## src/include/crs_pkg.sv

```systemverilog
// package: constants and carrier types for the call and return stack control block
package crs_pkg;

    localparam int PC_W = 21;
    localparam int SP_W = 5;
    localparam int DEPTH = 32;
    localparam int OFS_W = 11;

    // opcode patterns
    localparam logic [15:0] OP_PUSH = 16'h0005;
    localparam logic [15:0] OP_SOFT_RESET = 16'h00FF;
    localparam logic [15:0] OP_NOP = 16'h0000;
    localparam logic [14:0] OP_RET_INT_HI = 15'h0008;
    localparam logic [7:0] OP_RET_LIT_HI = 8'h0C;
    localparam logic [4:0] OP_REL_CALL_HI = 5'h1B;

    // reset values, full stack pointer and pc step
    localparam logic [PC_W-1:0] PC_RESET = 21'h000000;
    localparam logic [SP_W-1:0] SP_RESET = 5'h00;
    localparam logic [SP_W-1:0] SP_FULL = 5'h1F;
    localparam logic [7:0] ACC_RESET = 8'h00;
    localparam logic [7:0] FLAGS_RESET = 8'h00;
    localparam logic [7:0] BANK_RESET = 8'h00;
    localparam logic [PC_W-1:0] PC_STEP = 21'h000002;

    // apb register byte offsets
    localparam logic [7:0] REG_CTRL = 8'h00;
    localparam logic [7:0] REG_STATUS = 8'h04;
    localparam logic [7:0] REG_PC = 8'h08;
    localparam logic [7:0] REG_ACC = 8'h0C;
    localparam logic [7:0] REG_TOP = 8'h10;
    localparam int CTRL_RUN_BIT = 0;
    localparam logic CTRL_RUN_RESET = 1'b0;

    typedef enum logic [1:0] {
        Q1 = 2'b00,
        Q2 = 2'b01,
        Q3 = 2'b10,
        Q4 = 2'b11
    } crs_phase_type;

    typedef struct packed {
        logic psel;
        logic penable;
        logic pwrite;
        logic [7:0] paddr;
        logic [31:0] pwdata;
    } crs_apb_req_type;

    typedef struct packed {
        logic [31:0] prdata;
        logic pready;
        logic pslverr;
    } crs_apb_rsp_type;

    typedef struct packed {
        logic [7:0] acc;
        logic [7:0] flags;
        logic [7:0] bank;
    } crs_shadow_type;

endpackage

```

## src/crs_core.sv

```systemverilog
// call and return stack instruction execution with apb status access
//
// Contract
// RULE1: push writes pc plus two as top
// RULE2: relative call opcode top bits 11011
// RULE3: relative call pushes pc plus two first
// RULE4: call target pc plus two plus 2n
// RULE5: offset ranges minus 1024 to 1023
// RULE6: soft reset in Q2 clears core state
// RULE7: return from interrupt pops into pc at Q4
// RULE8: return from interrupt sets one enable bit
// RULE9: fast bit restores acc, flags, bank
// RULE10: fast bit clear leaves them unchanged
// RULE11: return from interrupt decoded with fast bit
// RULE12: pc latches untouched by return
// RULE13: return literal writes acc at Q4
// RULE14: return literal pops into pc
// RULE15: call and returns take two cycles
//
// Added by the designer: the APB register port and the address map.
`timescale 1ns/1ps
`default_nettype none
module crs_core
(
    input wire logic pclk, // clock, 20 MHz
    input wire logic presetn, // async reset, active low
    input wire crs_pkg::crs_apb_req_type apb_req, // apb request
    output crs_pkg::crs_apb_rsp_type apb_rsp, // apb answer
    input wire logic [15:0] instr_word, // instruction, sampled at Q1
    input wire logic external_master_clear, // sync core reset request
    input wire logic return_to_high, // return re-enables high priority
    input wire crs_pkg::crs_shadow_type shadow_in, // shadow acc, flags, bank
    output logic [crs_pkg::PC_W-1:0] program_counter, // instruction address
    output logic [crs_pkg::PC_W-1:0] stack_top_entry, // current top of stack
    output logic [crs_pkg::SP_W-1:0] stack_level, // stack pointer
    output logic [7:0] accumulator, // working register
    output logic [7:0] status_reg, // status flags
    output logic [7:0] bank_select_reg, // bank select
    output logic high_prio_int_enable, // global high enable
    output logic low_prio_int_enable, // global low enable
    output logic [1:0] quarter_phase, // current phase
    output logic soft_reset_pulse // one cycle, reset started by software
);
    typedef struct packed {
        logic run;
        crs_pkg::crs_phase_type q;
        logic second;
        logic [15:0] ir;
        logic [crs_pkg::PC_W-1:0] pc;
        logic [crs_pkg::SP_W-1:0] sp;
        logic [7:0] acc;
        logic [7:0] flags;
        logic [7:0] bank;
        logic en_hi;
        logic en_lo;
        logic rst_pulse;
        logic [31:0] prdata;
        logic pslverr;
    } crs_state_type;

    crs_state_type st;
    crs_state_type next_st;

    logic is_push;
    logic is_call;
    logic is_reset;
    logic is_ret_int;
    logic is_ret_lit;
    logic [crs_pkg::PC_W-1:0] call_disp;
    logic [crs_pkg::PC_W-1:0] top;
    logic wr_en;
    logic [crs_pkg::SP_W-1:0] wr_addr;
    logic [crs_pkg::SP_W-1:0] sp_up;
    logic [crs_pkg::SP_W-1:0] sp_down;
    logic setup;

    // decode of the latched instruction
    assign is_push = st.ir == crs_pkg::OP_PUSH; // RULE1
    assign is_call = st.ir[15:11] == crs_pkg::OP_REL_CALL_HI; // RULE2
    assign is_reset = st.ir == crs_pkg::OP_SOFT_RESET;
    assign is_ret_int = st.ir[15:1] == crs_pkg::OP_RET_INT_HI; // RULE11
    assign is_ret_lit = st.ir[15:8] == crs_pkg::OP_RET_LIT_HI;
    // sign-extended word offset, doubled to a byte step
    assign call_disp = {{(crs_pkg::PC_W-crs_pkg::OFS_W-1){st.ir[10]}}, st.ir[10:0], 1'b0}; // RULE5

    assign sp_up = (st.sp == crs_pkg::SP_FULL) ? st.sp : st.sp + 5'h01;
    assign sp_down = (st.sp == crs_pkg::SP_RESET) ? st.sp : st.sp - 5'h01;
    // push slot written at Q2 for push and call
    assign wr_en = st.run && st.q == crs_pkg::Q2 && !st.second && (is_push || is_call); // RULE1 RULE3
    assign wr_addr = sp_up;
    assign setup = apb_req.psel && !apb_req.penable;

    crs_stack_mem i_crs_stack_mem
    (
        .pclk(pclk),
        .presetn(presetn),
        .wr_en(wr_en),
        .wr_addr(wr_addr),
        .wr_data(st.pc + crs_pkg::PC_STEP),
        .rd_addr(st.sp),
        .rd_data(top)
    );

    always_comb
    begin
        next_st = st;
        next_st.rst_pulse = 1'b0;
        // apb: registers answer in the access phase, data captured at setup
        if (setup)
        begin
            next_st.pslverr = 1'b0;
            next_st.prdata = 32'h00000000;
            case (apb_req.paddr)
                crs_pkg::REG_CTRL: next_st.prdata[crs_pkg::CTRL_RUN_BIT] = st.run;
                crs_pkg::REG_STATUS: next_st.prdata = {21'h000000, st.en_hi, st.en_lo, st.second, st.sp, st.q, st.run};
                crs_pkg::REG_PC: next_st.prdata = {11'h000, st.pc};
                crs_pkg::REG_ACC: next_st.prdata = {8'h00, st.bank, st.flags, st.acc};
                crs_pkg::REG_TOP: next_st.prdata = {11'h000, top};
                default: next_st.pslverr = 1'b1;
            endcase
        end
        if (apb_req.psel && apb_req.penable && apb_req.pwrite && apb_req.paddr == crs_pkg::REG_CTRL)
        begin
            next_st.run = apb_req.pwdata[crs_pkg::CTRL_RUN_BIT];
        end
        if (st.run)
        begin
            next_st.q = crs_pkg::crs_phase_type'(st.q + 2'b01);
            case (st.q)
                crs_pkg::Q1:
                begin
                    // second cycle executes as a no-op while fetch refills
                    next_st.ir = st.second ? crs_pkg::OP_NOP : instr_word; // RULE15
                end
                crs_pkg::Q2:
                begin
                    if (is_push || is_call)
                    begin
                        next_st.sp = sp_up; // RULE1 RULE3
                    end
                end
                crs_pkg::Q3:
                begin
                end
                crs_pkg::Q4:
                begin
                    // the refill cycle keeps pc on the new target
                    next_st.pc = st.second ? st.pc : st.pc + crs_pkg::PC_STEP; // RULE15
                    next_st.second = 1'b0;
                    if (is_call)
                    begin
                        next_st.pc = st.pc + crs_pkg::PC_STEP + call_disp; // RULE4
                        next_st.second = 1'b1; // RULE15
                    end
                    if (is_ret_int || is_ret_lit)
                    begin
                        // only pc reloads; the pc latches live elsewhere
                        next_st.pc = top; // RULE7 RULE12 RULE14
                        next_st.sp = sp_down; // RULE7 RULE14
                        next_st.second = 1'b1; // RULE15
                    end
                    if (is_ret_int)
                    begin
                        if (return_to_high)
                        begin
                            next_st.en_hi = 1'b1; // RULE8
                        end
                        else
                        begin
                            next_st.en_lo = 1'b1; // RULE8
                        end
                        if (st.ir[0]) // RULE10
                        begin
                            next_st.acc = shadow_in.acc; // RULE9
                            next_st.flags = shadow_in.flags; // RULE9
                            next_st.bank = shadow_in.bank; // RULE9
                        end
                    end
                    if (is_ret_lit)
                    begin
                        next_st.acc = st.ir[7:0]; // RULE13
                    end
                end
                default:
                begin
                end
            endcase
        end
        // software reset starts at Q2, same state clear as the external clear, plus the reset pulse
        if (external_master_clear || (st.run && st.q == crs_pkg::Q2 && is_reset)) // RULE6
        begin
            next_st.rst_pulse = !external_master_clear;
            next_st.q = crs_pkg::Q1;
            next_st.second = 1'b0;
            next_st.ir = crs_pkg::OP_NOP;
            next_st.pc = crs_pkg::PC_RESET;
            next_st.sp = crs_pkg::SP_RESET;
            next_st.acc = crs_pkg::ACC_RESET;
            next_st.flags = crs_pkg::FLAGS_RESET;
            next_st.bank = crs_pkg::BANK_RESET;
            next_st.en_hi = 1'b0;
            next_st.en_lo = 1'b0;
        end
    end

    always_ff @(posedge pclk or negedge presetn)
    begin
        if (!presetn)
        begin
            st.run <= crs_pkg::CTRL_RUN_RESET;
            st.q <= crs_pkg::Q1;
            st.second <= 1'b0;
            st.ir <= crs_pkg::OP_NOP;
            st.pc <= crs_pkg::PC_RESET;
            st.sp <= crs_pkg::SP_RESET;
            st.acc <= crs_pkg::ACC_RESET;
            st.flags <= crs_pkg::FLAGS_RESET;
            st.bank <= crs_pkg::BANK_RESET;
            st.en_hi <= 1'b0;
            st.en_lo <= 1'b0;
            st.rst_pulse <= 1'b0;
            st.prdata <= 32'h00000000;
            st.pslverr <= 1'b0;
        end
        else
        begin
            st <= next_st;
        end
    end

    assign apb_rsp.prdata = st.prdata;
    assign apb_rsp.pslverr = st.pslverr && apb_req.psel && apb_req.penable;
    assign apb_rsp.pready = apb_req.psel && apb_req.penable;
    assign program_counter = st.pc;
    assign stack_top_entry = top;
    assign stack_level = st.sp;
    assign accumulator = st.acc;
    assign status_reg = st.flags;
    assign bank_select_reg = st.bank;
    assign high_prio_int_enable = st.en_hi;
    assign low_prio_int_enable = st.en_lo;
    assign quarter_phase = st.q;
    assign soft_reset_pulse = st.rst_pulse;

    logic exec_q2;
    logic exec_q4;
    assign exec_q2 = st.run && st.q == crs_pkg::Q2 && !st.second;
    assign exec_q4 = st.run && st.q == crs_pkg::Q4 && !st.second;
endmodule
`default_nettype wire

```

## src/crs_stack_mem.sv

```systemverilog
// return stack storage with registered read port
`timescale 1ns/1ps
`default_nettype none
module crs_stack_mem
(
    input wire logic pclk, // clock
    input wire logic presetn, // async reset, active low
    input wire logic wr_en, // write strobe
    input wire logic [crs_pkg::SP_W-1:0] wr_addr, // write index
    input wire logic [crs_pkg::PC_W-1:0] wr_data, // write entry
    input wire logic [crs_pkg::SP_W-1:0] rd_addr, // read index
    output logic [crs_pkg::PC_W-1:0] rd_data // registered read entry
);
    logic [crs_pkg::PC_W-1:0] mem [crs_pkg::DEPTH];

    always_ff @(posedge pclk)
    begin
        if (wr_en)
        begin
            mem[wr_addr] <= wr_data;
        end
    end

    // write-through returns the new entry when the write index equals the read index, as on a push to a full stack
    always_ff @(posedge pclk or negedge presetn)
    begin
        if (!presetn)
        begin
            rd_data <= crs_pkg::PC_RESET;
        end
        else if (wr_en && wr_addr == rd_addr)
        begin
            rd_data <= wr_data;
        end
        else
        begin
            rd_data <= mem[rd_addr];
        end
    end
endmodule
`default_nettype wire

```

## config.mk

```make
export PLATFORM = sky130hd
export DESIGN_NAME = crs_core
export DESIGN_NICKNAME = d
export VERILOG_FILES = /design/src/include/crs_pkg.sv /design/src/crs_core.sv /design/src/crs_stack_mem.sv
export SDC_FILE = /design/constraint.sdc
export NUM_CORES = 1
export LEC_CHECK = 0
export ABC_AREA = 1
export BUFFER_PORTS_ARGS = -buffer_cell sky130_fd_sc_hd__buf_2
export CORE_MARGIN = 1.5
export CORE_UTILIZATION = 30
export CTS_CLUSTER_SIZE = 30
export DETAILED_ROUTE_END_ITERATION = 10
export PLACE_DENSITY = 0.42
export SYNTH_ARGS = -nofsm -noshare
export SYNTH_HDL_FRONTEND = slang
export SYNTH_SLANG_ARGS = --single-unit
```

## constraint.sdc

```tcl
create_clock -name pclk -period 4.2 [get_ports pclk]
set_input_delay 0.21 -clock pclk [delete_from_list [all_inputs] [get_ports pclk]]
set_output_delay 0.21 -clock pclk [all_outputs]
set_load 0.02 [all_outputs]
```

==> results.md <==
* Final WL at 111 mm
* Layout cells sized above 1 at 14.4%
* FF-to-FF setup slack at 760 ps
* Area after DPL at 0.0369 mm2
* Finished Cell Area at 0.0404 mm2
* Power per cell area at 514 mW/mm2
* Die Y-Extent at 342 um
* Syn_area_per_cell at 11.1 um2
* Die Area at 0.117 mm2
* Final critical-path setup slack at 757 ps
* R2R Path End: program_counter[15]$_DFFE_PN0P_
* Top cells by area, synth: edfxtp_1 58%, dfrtp_1 8.6%, o21ai_0 6.2%
* Clk_lat worst skew at 650 ps
* Final setup TNS at 0 ps
* GPL Wtd Cong at 0.843
* Top FF cell, synth: edfxtp_1
* Worst path cell trace: ha_1 > nand2_1 > inv_1 > nand3_1 > inv_1 > nand2_1 > o21ai_0 > inv_1 > ha_1 > nand2_1 > nor2_1 > nand3_1 > nand3_1 > nand2_1 > nand2_1 > nand2_1 > nand3_1 > nand2_1 > nand2_1 > nand2_1
* Clock transition at the registers of the reported paths at 60 ps
* Final setup fails at 0
* Measured slew at the worst slew-check pin at 1060 ps
* Die Span X at 342 um
* Min-delay worst type: primary input to register
* Final min period at 3440 ps
* Initial antenna violation count at 1
* Netlist cell types at 47
* Final Util at 35.3%
* FMAX at 290 MHz
* DR iter-0 viols at 1537
* Vias per cell at 5.07
* N_diodes at 0
* Ports at 197
* Starting Density at 30.2%
* Cells after Synth at 3121
* P_leak at 15.0 nW
* CP max FO at 7
* Worst r2r src: program_counter[1]$_DFFE_PN0P_
* Period utilisation layout at 82.0%
* CP max stage cell: dfrtp_1
* Overall Global Routing Usage at 18.6%
* Worst Hold Launch: apb_req[41]
* Layout Skew at 18.3 ps
* Drt drc at 0
* Wire per inst at 22.8 um
* Status: finished clean
* Worst r2r path cells at 20
* Clk sinks at 791
* Yosys reg bits at 791
* Storage cell area at 0.0232 mm2
* Hold endpoint: apb_rsp[3]$_DFFE_PN0P_
* Final Max Tran Viols at 0
* FFs w/ async S/R, synth at 15.0%
* Cells on Worst Hold Path at 5
* Crit start category: register
* Critical path's largest stage delay at 490 ps
* YS warnings at 0
* Total grt overflow at 0
* Post_cts resized at 0
* Filler cells at 11220
* Max_cap viols at 0
* Routed vias at 24613
* Num CTS Buffers at 88
* Critical path class: register to register
* Biggest area consumer among synthesized cells: edfxtp_1
* Fin cells at 4856
* Final Hold Vio Count at 0
* Top cell by count, worst path: nand2_1
* Total Power at 20.8 mW
* Crit. End Element: register
* Top-count cell post-synth: edfxtp_1
* Buf/Inv on CP at 3
* Worst slew margin at 29.4%
* Nets at 3383
* Largest net degree at the start of global routing at 186
* Core Region at 0.114 mm2
* Placed Cells at 4642
* Clock tree buffer depth at 3
* CTS tree: built
* VDD IR-drop max at 369 uV
* Row Count at 124
* Post-synth EDFFs at 672
* Number of flip-flops in the largest register at 672
* CTS H-tree depth at 3
* Area growth from synthesis to layout at 16.9%
* First drt pass iteration count at 6
* Multi-input logic area at 0.00969 mm2
* Top reg by flops: i_crs_stack_mem.mem
* Root buffer cell: clkbuf_16
* CP delay by family, top: simple AND/OR/NAND/NOR gates
* List of most frequent post-synthesis cells: 672 x edfxtp_1, 475 x nor2_1, 429 x o21ai_0, 418 x nand2_1, 160 x nand3_1
* First-pass GRT wire length at 163 mm
* Sequential area share after synthesis at 67.0%
* Port-buffer cells at 157
* Placement Setup Slack at 857 ps
* Vias in the first global route at 24351
* Worst EP required at 4740 ps
* Post-route ant nets at 0
* RSZ-0062 raised after global routing: no
* DP HPWL at 67.8 mm
* Synth Cell Area at 0.0346 mm2
* WHS at 49.8 ps
* Worst EP arrival at 3980 ps
* Area share of the largest cell type after synthesis at 58.4%
## worst reg2reg max path, stage by stage, from the launching register on
cell and delay [ps]:
dfrtp_1 490, ha_1 220, nand2_1 90, inv_1 130, nand3_1 230, inv_1 210
nand2_1 100, o21ai_0 240, inv_1 90, ha_1 370, nand2_1 150, nor2_1 160
nand3_1 150, nand3_1 210, nand2_1 100, nand2_1 70, nand2_1 50, nand3_1 90
nand2_1 80, nand2_1 60, nand2_1 40
## logic make-up after synthesis
family | count (synthesis) | share of synthesized area [%]
simple gates | 1137 | 13.6
fa+ha+maj | 28 | 1.04
buf+inv | 392 | 5.47
xor+xnor | 18 | 0.456
other cells | 1 | 0.0109
flops | 791 | 67.0
compound gates | 754 | 12.4
## metal layers
metal,global-route usage [%],routed length (um),up-vias
met5,0,0,-
li1,-,-,11391
met1,24.3,48400,12416
met4,4.63,2070,0
met2,32.5,55100,679
met3,2.21,5090,127
## worst max-delay path by stage
stage	cells after the start	startpoint	slack [ps]	end
2_1_floorplan	19	program_counter[1]$_DFFE_PN0P_	680	program_counter[20]$_DFFE_PN0P_
3_3_place_gp	20	program_counter[1]$_DFFE_PN0P_	860	program_counter[19]$_DFFE_PN0P_
3_5_place_dp	19	program_counter[2]$_DFFE_PN0P_	860	program_counter[11]$_DFFE_PN0P_
4_1_cts	20	program_counter[2]$_DFFE_PN0P_	850	program_counter[15]$_DFFE_PN0P_
5_1_grt	20	program_counter[1]$_DFFE_PN0P_	470	program_counter[15]$_DFFE_PN0P_
6_report	20	program_counter[1]$_DFFE_PN0P_	760	program_counter[15]$_DFFE_PN0P_
## what timing repair did
| item | 4_1_cts | 5_1_grt |
|---|---|---|
| hold endpoints to repair | 145 | 0 |
| buffers inserted | 0 | 0 |
| hold buffers | 48 | 0 |
## placed cells by master, fill, tap and decap left out, drive strengths merged, types with 2 or more instances in the layout
master	netlist	routed
bufinv	0	13
nor3	16	16
a211oi	11	11
dfrtp	119	119
o21ai	462	462
clkbuf	126	110
o31ai	2	2
nor2	479	479
and2	3	3
nand2	423	423
xnor2	4	4
edfxtp	672	672
nand3b	4	4
o211ai	53	53
nand4	41	41
clkinvlp	0	4
buf	138	266
nand3	160	160
a21o	2	2
ha	27	27
a21oi	71	71
o21bai	6	6
o22ai	97	97
or2	7	7
clkinv	3	37
xor2	14	14
inv	125	130
o221ai	47	47
conb	1	8
dlygate4sd3	0	48
nor4	3	3
## report_power, final
group	total (mW)	internal (mW)	switching (mW)
combinational	3.71	1.03	2.68
clock	7.97	4.75	3.22
sequential	9.08	8.76	0.317
## area by class of cell
cell class	count	share of cell area, %
Clock buffer	110	5.76
Clock inverter	56	1.60
Inverter	128	1.22
Multi-Input combinational cell	1945	24.0
Sequential cell	791	57.4
Tap cell	1512	4.68
Timing Repair Buffer	314	5.36
No activity file was read; power rests on OpenSTA's default activity.
